### src/lsr_pkg.sv
// Purpose: Constants and types of the leak sensor register map
// Assumes: 200 MHz mclk, 16-bit register words addressed by word index
// Notes:   Measurement values are signed tenths of their unit
package lsr_pkg;
   // Word addresses of the register map
   localparam logic [15:0] ADDR_SOFT_RESET = 16'h0101;
   localparam logic [15:0] ADDR_RUN_STATE  = 16'h0110;
   localparam logic [15:0] ADDR_ALARM_FLAG = 16'h0111;
   localparam logic [15:0] ADDR_FAULT_MAP  = 16'h0112;
   localparam logic [15:0] ADDR_GAS_LEVEL  = 16'h0113;
   localparam logic [15:0] ADDR_TEMP       = 16'h0114;
   localparam logic [15:0] ADDR_HUMIDITY   = 16'h0115;
   localparam logic [15:0] ADDR_SLAVE_ID   = 16'h0120;
   localparam logic [15:0] ADDR_THRESHOLD  = 16'h0124;
   localparam logic [15:0] ADDR_MARKING    = 16'h0140;
   localparam logic [15:0] MARKING_WORDS   = 16'h000a;
   localparam logic [15:0] ADDR_FW_REV     = 16'h014a;
   localparam logic [15:0] ADDR_GAS_TYPE   = 16'h014c;
   localparam logic [15:0] ADDR_SVC_DAYS   = 16'h014e;

   // Fault bitmap positions
   localparam int FB_INTERNAL = 0;
   localparam int FB_RANGE    = 1;
   localparam int FB_SELFCHK  = 3;
   localparam int FB_DEAD     = 4;
   localparam int FB_LIFE     = 5;

   // Reset values
   localparam logic [7:0]  SLAVE_ID_RST  = 8'h01;
   localparam logic [15:0] THRESHOLD_RST = 16'h00fa;
   localparam logic [15:0] SOFT_RESET_GO = 16'h0001;

   // Value limits; measurement limits in tenths
   localparam logic [7:0]         SLAVE_ID_MIN = 8'h01;
   localparam logic [7:0]         SLAVE_ID_MAX = 8'hf7;
   localparam logic signed [15:0] GAS_MIN      = 16'sh0000;
   localparam logic signed [15:0] GAS_MAX      = 16'sh03e8;
   localparam logic signed [15:0] TEMP_MIN     = -16'sh0190;
   localparam logic signed [15:0] TEMP_MAX     = 16'sh04e2;
   localparam logic signed [15:0] HUM_MIN      = 16'sh0000;
   localparam logic signed [15:0] HUM_MAX      = 16'sh03e8;
   localparam logic [15:0]        DAYS_MAX     = 16'hffff;

   // Timing: clock, second, alarm hold and day length
   localparam int CLK_PERIOD_NS = 5;
   localparam int SECOND_NS     = 1_000_000_000;
   localparam int SEC_CYC       = SECOND_NS / CLK_PERIOD_NS;
   localparam int HOLD_MINUTES  = 5;
   localparam int HOLD_SEC      = HOLD_MINUTES * 60;
   localparam int DAY_SEC       = 86400;

   typedef enum logic {RS_STARTUP, RS_MEASURING} lsr_run_t;

   typedef struct packed {
      logic [31:0]        sec_cnt;
      logic [16:0]        day_sec;
      logic [15:0]        hold_sec;
      logic               alarm;
      lsr_run_t           run;
      logic signed [15:0] gas;
      logic signed [15:0] temp;
      logic signed [15:0] hum;
      logic               range_err;
      logic [7:0]         slave_id;
      logic [7:0]         active_id;
      logic [15:0]        thresh;
      logic [15:0]        days;
      logic [15:0]        rdata;
      logic               ack;
      logic               err;
      logic               soft_rst;
   } lsr_state_t;
endpackage

### src/lsr_regmap.sv
// Purpose: Register bank of a refrigerant leak sensor behind a bus protocol engine
// Assumes: Protocol engine and measurement logic run on mclk, one access per strobe
// Notes:   Access answered one cycle after its strobe; errors become exceptions
`timescale 1ns/100ps

// Summary of operation
// - Run state reads 0 startup, 1 measuring
// - Alarm sets when gas exceeds threshold
// - Alarm held five minutes after leak ends
// - Alarm reads 1 during leak or hold
// - Fault bit 0 flags internal fault
// - Fault bit 1 flags out-of-limit measurement
// - Fault bit 3 flags failed self-check
// - Fault bit 4 flags unrecoverable sensor
// - Fault bit 5 flags service life reached
// - Gas level signed tenths, clamped 0-100
// - Temperature signed tenths, -40 to 125
// - Humidity signed tenths, 0 to 100
// - Slave id writable 1-247, default 1
// - New slave id applies after soft reset only
// - Threshold register drives the alarm comparison
// - Marking string over ten read-only words
// - Firmware version major high, minor low
// - Gas type 0 or 1 enumeration
// - Service days counted, readable by master
// - Writing 1 to reset word resets softly
module lsr_regmap #(
   parameter int             SEC_CYCLES      = lsr_pkg::SEC_CYC,
   parameter int             HOLD_SECONDS    = lsr_pkg::HOLD_SEC,
   parameter int             DAY_SECONDS     = lsr_pkg::DAY_SEC,
   parameter logic [15:0]    LIFE_LIMIT_DAYS = 16'h0e42,
   parameter logic [159:0]   MARKING_TEXT    = 160'h4c45414b5f53454e534f52000000000000000000,
   parameter logic [15:0]    FW_REVISION     = 16'h0100,
   parameter logic [15:0]    GAS_TYPE_CODE   = 16'h0001
) (
   input  wire logic                mclk,
   input  wire logic                rst_b,
   input  wire logic                reg_rd,
   input  wire logic                reg_wr,
   input  wire logic [15:0]         reg_addr,
   input  wire logic [15:0]         reg_wdata,
   output logic [15:0]              reg_rdata,
   output logic                     reg_ack,
   output logic                     reg_err,
   input  wire logic                meas_valid,
   input  wire logic signed [15:0]  meas_gas,
   input  wire logic signed [15:0]  meas_temp,
   input  wire logic signed [15:0]  meas_hum,
   input  wire logic                internal_fault,
   input  wire logic                self_check_fail,
   input  wire logic                sensor_dead,
   output logic [7:0]               active_slave_id,
   output logic                     soft_reset_pulse,
   output logic                     leak_alarm
);
   import lsr_pkg::*;

   lsr_state_t st_r;
   lsr_state_t st_nxt;
   logic       sec_tick;
   logic       leak_now;
   logic [15:0] fault_word;
   logic       acc;

   // Marking words occupy a contiguous window
   function automatic logic is_marking(input logic [15:0] a);
      return (a >= ADDR_MARKING) && (a < ADDR_MARKING + MARKING_WORDS);
   endfunction

   // Picks one marking word, first characters in the first word
   function automatic logic [15:0] marking_word(input logic [15:0] a);
      logic [15:0] w;
      logic [3:0]  idx;
      w   = 16'h0000;
      idx = 4'(a - ADDR_MARKING);
      for (int i = 0; i < 10; i++) begin
         if (idx == 4'(i)) begin
            w = MARKING_TEXT[159 - 16*i -: 16];
         end
      end
      return w;
   endfunction

   // Clamps a value into a signed window
   function automatic logic signed [15:0] clamp(input logic signed [15:0] v,
                                                input logic signed [15:0] lo,
                                                input logic signed [15:0] hi);
      if (v < lo) begin
         return lo;
      end else if (v > hi) begin
         return hi;
      end
      return v;
   endfunction

   // Shared decode terms
   assign sec_tick = (st_r.sec_cnt == 32'(SEC_CYCLES - 1));
   assign leak_now = (st_r.run == RS_MEASURING) && ($unsigned(st_r.gas) > st_r.thresh);
   assign acc      = reg_rd | reg_wr;

   // Fault bitmap assembly
   always_comb begin
      fault_word              = 16'h0000;
      fault_word[FB_INTERNAL] = internal_fault;
      fault_word[FB_RANGE]    = st_r.range_err;
      fault_word[FB_SELFCHK]  = self_check_fail || (st_r.thresh > 16'(GAS_MAX));
      fault_word[FB_DEAD]     = sensor_dead;
      fault_word[FB_LIFE]     = (st_r.days >= LIFE_LIMIT_DAYS);
   end

   // Next state of the whole block
   always_comb begin
      st_nxt          = st_r;
      st_nxt.ack      = acc;
      st_nxt.err      = 1'b0;
      st_nxt.soft_rst = 1'b0;
      st_nxt.sec_cnt  = sec_tick ? 32'h0000_0000 : st_r.sec_cnt + 32'h0000_0001;

      // Elapsed service time in days
      if (sec_tick) begin
         if (st_r.day_sec == 17'(DAY_SECONDS - 1)) begin
            st_nxt.day_sec = 17'h00000;
            if (st_r.days != DAYS_MAX) begin
               st_nxt.days = st_r.days + 16'h0001;
            end
         end else begin
            st_nxt.day_sec = st_r.day_sec + 17'h00001;
         end
      end

      // Latest measurement capture
      if (meas_valid) begin
         st_nxt.run       = RS_MEASURING;
         st_nxt.gas       = clamp(meas_gas, GAS_MIN, GAS_MAX);
         st_nxt.temp      = meas_temp;
         st_nxt.hum       = meas_hum;
         st_nxt.range_err = (meas_gas < GAS_MIN) || (meas_gas > GAS_MAX) ||
                            (meas_temp < TEMP_MIN) || (meas_temp > TEMP_MAX) ||
                            (meas_hum < HUM_MIN) || (meas_hum > HUM_MAX);
      end

      // Leak alarm with post-leak hold
      if (leak_now) begin
         st_nxt.alarm    = 1'b1;
         st_nxt.hold_sec = 16'(HOLD_SECONDS);
      end else if (st_r.alarm && sec_tick) begin
         if (st_r.hold_sec == 16'h0000) begin                             // Full hold spent before clearing
            st_nxt.alarm    = 1'b0;
            st_nxt.hold_sec = 16'h0000;
         end else begin
            st_nxt.hold_sec = st_r.hold_sec - 16'h0001;
         end
      end

      // Soft reset one cycle after its write
      if (st_r.soft_rst) begin
         st_nxt.active_id = st_r.slave_id;
         st_nxt.run       = RS_STARTUP;
      end

      // Register reads
      st_nxt.rdata = 16'h0000;
      if (reg_rd) begin
         unique case (reg_addr)
            ADDR_RUN_STATE:  st_nxt.rdata = 16'(st_r.run);
            ADDR_ALARM_FLAG: st_nxt.rdata = {15'h0000, st_r.alarm};
            ADDR_FAULT_MAP:  st_nxt.rdata = fault_word;
            ADDR_GAS_LEVEL:  st_nxt.rdata = st_r.gas;
            ADDR_TEMP:       st_nxt.rdata = st_r.temp;
            ADDR_HUMIDITY:   st_nxt.rdata = st_r.hum;
            ADDR_SLAVE_ID:   st_nxt.rdata = {8'h00, st_r.slave_id};
            ADDR_THRESHOLD:  st_nxt.rdata = st_r.thresh;
            ADDR_FW_REV:     st_nxt.rdata = FW_REVISION;
            ADDR_GAS_TYPE:   st_nxt.rdata = GAS_TYPE_CODE;
            ADDR_SVC_DAYS:   st_nxt.rdata = st_r.days;
            default: begin
               if (is_marking(reg_addr)) begin
                  st_nxt.rdata = marking_word(reg_addr);
               end else begin
                  st_nxt.err = 1'b1;
               end
            end
         endcase
      end

      // Register writes; read-only words and bad values refused
      if (reg_wr) begin
         st_nxt.rdata = reg_wdata;
         unique case (reg_addr)
            ADDR_SLAVE_ID: begin
               if (reg_wdata >= 16'(SLAVE_ID_MIN) && reg_wdata <= 16'(SLAVE_ID_MAX)) begin
                  st_nxt.slave_id = reg_wdata[7:0];
               end else begin
                  st_nxt.err = 1'b1;
               end
            end
            ADDR_THRESHOLD: st_nxt.thresh = reg_wdata;
            ADDR_SOFT_RESET: begin
               if (reg_wdata == SOFT_RESET_GO) begin
                  st_nxt.soft_rst = 1'b1;
               end else if (reg_wdata != 16'h0000) begin
                  st_nxt.err = 1'b1;
               end
            end
            default: st_nxt.err = 1'b1;
         endcase
      end
   end

   // State register
   always_ff @(posedge mclk or negedge rst_b) begin
      if (!rst_b) begin
         st_r           <= '0;
         st_r.run       <= RS_STARTUP;
         st_r.slave_id  <= SLAVE_ID_RST;
         st_r.active_id <= SLAVE_ID_RST;
         st_r.thresh    <= THRESHOLD_RST;
      end else begin
         st_r <= st_nxt;
      end
   end

   // Outputs
   assign reg_rdata        = st_r.rdata;
   assign reg_ack          = st_r.ack;
   assign reg_err          = st_r.err;
   assign active_slave_id  = st_r.active_id;
   assign soft_reset_pulse = st_r.soft_rst;
   assign leak_alarm       = st_r.alarm;
endmodule

### config.mk
export PLATFORM = sky130hd
export DESIGN_NAME = lsr_regmap
export DESIGN_NICKNAME = d
export VERILOG_FILES = /design/src/lsr_pkg.sv /design/src/lsr_regmap.sv
export SDC_FILE = /design/constraint.sdc
export NUM_CORES = 1
export LEC_CHECK = 0
export BUFFER_PORTS_ARGS = -buffer_cell sky130_fd_sc_hd__buf_2
export CORE_ASPECT_RATIO = 0.8
export CORE_MARGIN = 5
export CORE_UTILIZATION = 33
export DETAILED_ROUTE_END_ITERATION = 6
export GPL_TIMING_DRIVEN = 0
export PLACE_DENSITY_LB_ADDON = 0.08
export SYNTH_ARGS = -nofsm -noshare
export SYNTH_HDL_FRONTEND = slang
export SYNTH_SLANG_ARGS = --single-unit
### constraint.sdc
create_clock -name mclk -period 5.25 [get_ports mclk]
set_clock_uncertainty 0.2 [all_clocks]
set_input_delay 1.05 -clock mclk [delete_from_list [all_inputs] [get_ports mclk]]
set_output_delay 1.05 -clock mclk [all_outputs]
set_load 0.01 [all_outputs]
==> Word-level counts from Yosys, hierarchy flattened <==
Index checks and enable logic that the tools add are counted.
{ "word_totals": {"register_bits": 183, "latchBits": 0, "ramBits": 0, "mem_bits_ro": 0, "in_bits": 88, "out_inout_bits": 28, "word_cells": 120, "memories": 0} }
{ "op_classes": {"add_sub_neg": 5, "multipliers": 0, "div_mod_pow": 0, "order_cmp": 13, "eq_ne": 25, "shift": 0, "muxes": 38, "bitwise": 1, "n_reduce_logical": 21} }
{ "ops": {"columns": ["operator", "count"], "rows": [
  ["$mux 16", 16],
  ["$eq 16x9->1 const B", 12],
  ["$pmux 16 s11", 1],
  ["$mux 17", 3],
  ["$mux 50", 1],
  ["$add 32x1->32 const B", 1],
  ["$eq 32x28->1 const B", 1],
  ["$gt 16x11->1 const B", 2],
  ["$lt 16x1->1 const B", 2],
  ["$mux 32", 1],
  ["$add 17x1->17 const B", 1],
  ["$eq 17x17->1 const B", 1],
  ["$add 16x1->16 const B", 1],
  ["$eq 16x1->1 const B", 1],
  ["$eq 4x3->1 const B", 4],
  ["$ge 16x1->1 const B", 1],
  ["$ge 16x12->1 const B", 1],
  ["$ge 16x9->1 const B", 1],
  ["$gt 16x10->1 const B", 1],
  ["$gt 16x12->1 const B", 1],
  ["$gt 16x16->1", 1],
  ["$le 16x8->1 const B", 1],
  ["$logic_not 16->1", 1],
  ["$lt 16x10->1 const B", 1],
  ["other kinds (20)", 46]
]} }

==> Logic depth before layout (Yosys ltp) <==
{ "logic_depth": {"depth_word": 16, "ltp_mapped": 9, "mapped_depth_nobuf": 8} }

==> Worst setup path before layout <==
Ideal clock, no wire load.
{ "synth_timing": {"path_type": "in2reg", "start": "in reg_addr[1]", "end": "reg st_r[43] (netlist bit)", "setup_ns": 0.125, "arrival_ns": 2.690, "required_ns": 4.925, "slack_ns": 2.236, "cell_stages": 7, "n_path_buf": 3, "cell_sequence": "buf_2 > nor4b_1 > and4_1 > buf_4 > nand2_2 > buf_2 > mux2_2"} }
{ "synth_between": {"elab_chain_len": 2} }
{ "synth_lines": {"columns": ["element", "line", "rtl"], "rows": [
  ["start: declaration", "lsr_regmap.sv:40", "input wire logic [15:0] reg_addr,"],
  ["$eq 16x9->1", "lsr_regmap.sv:189", "unique case (reg_addr)"],
  ["$reduce_and 2->1 (no line)", null, null],
  ["end signal: assignment", "lsr_regmap.sv:219", "st_r <= st_nxt;"],
  ["end: declaration", "lsr_regmap.sv:58", "lsr_state_t st_r;"]
]} }
Every way passes these cells.
A chain may end at the register's enable or synchronous reset.

==> flow_summary_export.csv <==
group,metric,value,unit
placed_design,pre_cts_slack,807,ps
synthesis,ys_seq_area_share,46.9,%
min_path,worstHoldPathCells,1,
global_route,grt.busiest_layer,"met1",
floorplan,start_util,33.4,%
floorplan,num_rows,56,
cells_and_area,area_growth,16.7,%
power,comb_power_share,7.7,%
sta,timing.final.crit_share,80.6,%
cts,cts_tree,"built",
cells_and_area,diodes,0,
power,switching_share,27.3,%
sta,period_minus_slack,4230,ps
synthesis,synth_nets,1081,
routing,drtPass1Iterations,5,
cts,clock-sinks,183,
global_route,antenna_found_initial,1,
critical_path,rrSetupSlack,2290,ps
sta,hold_viol,0,
synthesis,ys_seq_elements,183,
flow_run,cap_violations,0,
synthesis,synthesis.instances,971,
routing,drt-initial-drc-count,690,
cts,path_clk_slew,70,ps
routing,drc_errors,0,
sta,fmax,236,MHz
cts,clk_latency,450,ps
critical_path,crit_chain,"buf_2 -> nor4_1 -> nand3_1 -> nor2_1 -> a22oi_1 -> and3_1 -> o21ai_0",
synthesis,ys_warn_count,0,
floorplan,die_area,33200,um2
placed_design,numPortBuffers,113,
min_path,hp-class,"reg -> reg",
sta,tightest_slew,1400,ps
power,vdd_drop_max,0.218,mV
synthesis,ys_dominant_reg_cell,"dfrtp_1",
global_route,globalRouteOverflowTotal,0,
placed_design,place_congestion,0.942,
critical_path,crit_path_max_incr_delay,1150,ps
cts,cts_buffers,17,
power,clkPwrFrac,42.6,%
routing,viasPerCell,5.40,
critical_path,worstSetupStartpoint,"reg_addr[12]",
critical_path,cp-end-kind,"flop",
synthesis,synth.area.top_cells,"dfrtp_1 45%, mux2_2 7.4%, nand2_1 3.0%",
sta,slew_headroom,6.03,%
routing,wl,31.2,mm
synthesis,synth_cell_types,74,
cells_and_area,nets,1214,
sta,finalMaxSlewViolations,0,
synthesis,netlist_area,9780,um2
floorplan,io_pins,116,
cts,cts_resized,0,
critical_path,critPathLaunchType,"input port",
synthesis,synth-edff-count,0,
cts,cts_setup_buffers,0,
cts,ctsHoldBuffers,0,
synthesis,synth.avg_cell_area,10.1,um2
placed_design,dp.cells,1462,
critical_path,worst-path-max-fanout,9,
sta,rsz0062_at_grt,"no",
floorplan,die_y,164,um
cells_and_area,drive_gt1_share,24.2,%
power,power.internal,2.16,mW
critical_path,required,5350,ps
routing,vias,8074,
cells_and_area,final_util,39.0,%
critical_path,crit_end,"reg_rdata[4]",
placed_design,hpwl,23.9,mm
floorplan,core-area,29300,um2
cts,cts-htree-levels,4,
sta,setup_slack,1020,ps
global_route,met3_usage,4.82,%
floorplan,die_x,203,um
power,power_switching,0.815,mW
critical_path,arrival,4330,ps
critical_path,worstReg2RegStart,"st_r[151]",
global_route,grt_start_max_net_pins,115,
power,p_leak,4.94,nW
cts,clockBufferDepth,2,
run_status,outcome,"finished, final reports clean",
synthesis,synth_top_cell_by_area,"dfrtp_1",
critical_path,crit_type,"in -> reg",
cts,clockRootBuffer,"clkbuf_16",
synthesis,async_flop_share,100,%
global_route,grt_util_met1,31.1,%
sta,final-setup-viol-count,0,
cells_and_area,fillCellCount,2958,
global_route,first_global_vias,7766,
routing,drtAntennaViolNets,0,
power,p_seq_share,49.7,%
critical_path,r2r_cells,7,
power,powerDensity,261,nW/um2
critical_path,r2r-end,"st_r[137]",
routing,wire_per_inst,20.9,um
synthesis,synth_top_area_share,44.8,%
global_route,grt_util_met2,24.8,%
critical_path,slowest_stage,"nor4_1",
global_route,grt_usage,19.0,%
global_route,grt_pass1_wl,48.0,mm
cells_and_area,layout.cells.non_filler,1494,
worst min path at each step:
| stage | start | to | slack, ps |
|---|---|---|---|
| detailed placement | st_r[151] | st_r[151] | 280 |
| finish | st_r[140] | st_r[140] | 290 |
| CTS | st_r[151] | st_r[151] | 300 |
| global route | active_slave_id[7] | active_slave_id[7] | 320 |
| floorplan | st_r[151] | st_r[151] | 250 |
| global placement | st_r[140] | st_r[140] | 280 |
stage by stage:
step / power (mW) / hold WS (ps) / setup TNS (ps) / area (um2)
2_1_floorplan: 1.59 / 248 / 0 / 9780
4_1_cts: 3.01 / 296 / 0 / 11400
6_report: 2.98 / 294 / 0 / 11400
3_3_place_gp: 1.73 / 283 / -52830 / 10800
5_1_grt: 3.10 / 325 / 0 / 11400
3_5_place_dp: 1.74 / 281 / 0 / 10900
per-layer routing:
layer | vias up | part of all wire (%) | routed length (um)
met1 | 3934 | 53 | 16400
met3 | 33 | 7.5 | 2340
li1 | 3816 | - | -
met2 | 289 | 39 | 12100
met4 | 2 | 1.0 | 312
met5 | - | 0.042 | 13
worst max-delay path, delay by kind of cell:
family / cells / cell delay, ps
AND/OR/NAND/NOR: 4 / 2530
AO/OA/AOI/OAI: 2 / 640
buffers and inverters: 1 / 100
state kept, by name, indices dropped and copies added (netlist names):
register	flops
reg_ack	1
reg_err	1
fault_word	1
leak_alarm	1
reg_rdata	16
active_slave_id	8
st_r	154
soft_reset_pulse	1
layout by cell type, fill, tap and decap left out, types with 22 or more instances in the layout:
cell	Yosys	final
nor2_1	68	68
o21ai_0	45	45
buf_4	27	27
xnor2_1	30	30
a21oi_1	46	46
mux2_2	64	64
nor4_1	24	24
inv_1	37	37
nand3_1	35	35
dfrtp_1	175	175
buf_2	6	118
nand2_1	77	77
xor2_1	22	22
nor3_1	33	33
ha_1	22	22
clkbuf_1	28	28
power by group through the flow:
stage                     clock network (mW)  registers [mW]  logic, mW
after floorplan                            0            1.49      0.105
after global placement                     0            1.51      0.227
after detailed placement                   0            1.51      0.231
after CTS                               1.30            1.48      0.232
after global routing                    1.37            1.48      0.254
final                                   1.27            1.48      0.230
Yosys cell counts (3+ instances only):
master and number:
dfrtp_1 175, nand2_1 77, nor2_1 68, mux2_2 64
a21oi_1 46, o21ai_0 45, inv_1 37, nand3_1 35
nor3_1 33, xnor2_1 30, clkbuf_1 28, buf_4 27
nor4_1 24, ha_1 22, xor2_1 22, and3_1 20
nand4_1 20, a22oi_1 18, a222oi_1 10, nor2b_1 9
and2_1 8, dfstp_2 8, nand2b_1 8, and4_1 7
nand3b_1 7, nor4b_1 7, o31ai_1 7, a21o_1 6
a221oi_1 6, buf_2 6, or3_1 6, a22o_1 5
a31oi_1 5, or4_1 5, a211o_1 4, o2111ai_1 4
a211oi_1 3, mux2i_1 3, nor4_2 3, o21a_1 3
o31a_1 3, o41ai_1 3, or2_2 3, or4b_1 3
cell families (layout without fill, tap and decap cells):
group                      after synthesis  in the layout  share of synthesized area (%)
adders and majority gates               22             22                           2.81
DFF                                    183            183                           46.9
xor gates and xnor gates                52             52                           4.65
and+or+nand+nor                        363            363                           20.3
muxes                                   68             68                           7.90
buffers and inverters                   99            245                           4.91
AOI/OAI and AO/OA                      184            184                           12.5
cell type report:
| class | instances | area [um2] | area share [%] |
|---|---|---|---|
| plain buffers | 62 | 342 | 2.99 |
| clock buffers | 17 | 425 | 3.73 |
| clock inverters | 15 | 135 | 1.18 |
| inverters | 37 | 139 | 1.22 |
| multi-input cells | 689 | 4710 | 41.3 |
| flip-flops and latches | 183 | 4590 | 40.2 |
| well taps | 377 | 472 | 4.13 |
| repair buffers | 114 | 603 | 5.28 |
Power figures use the tool's default switching activity.
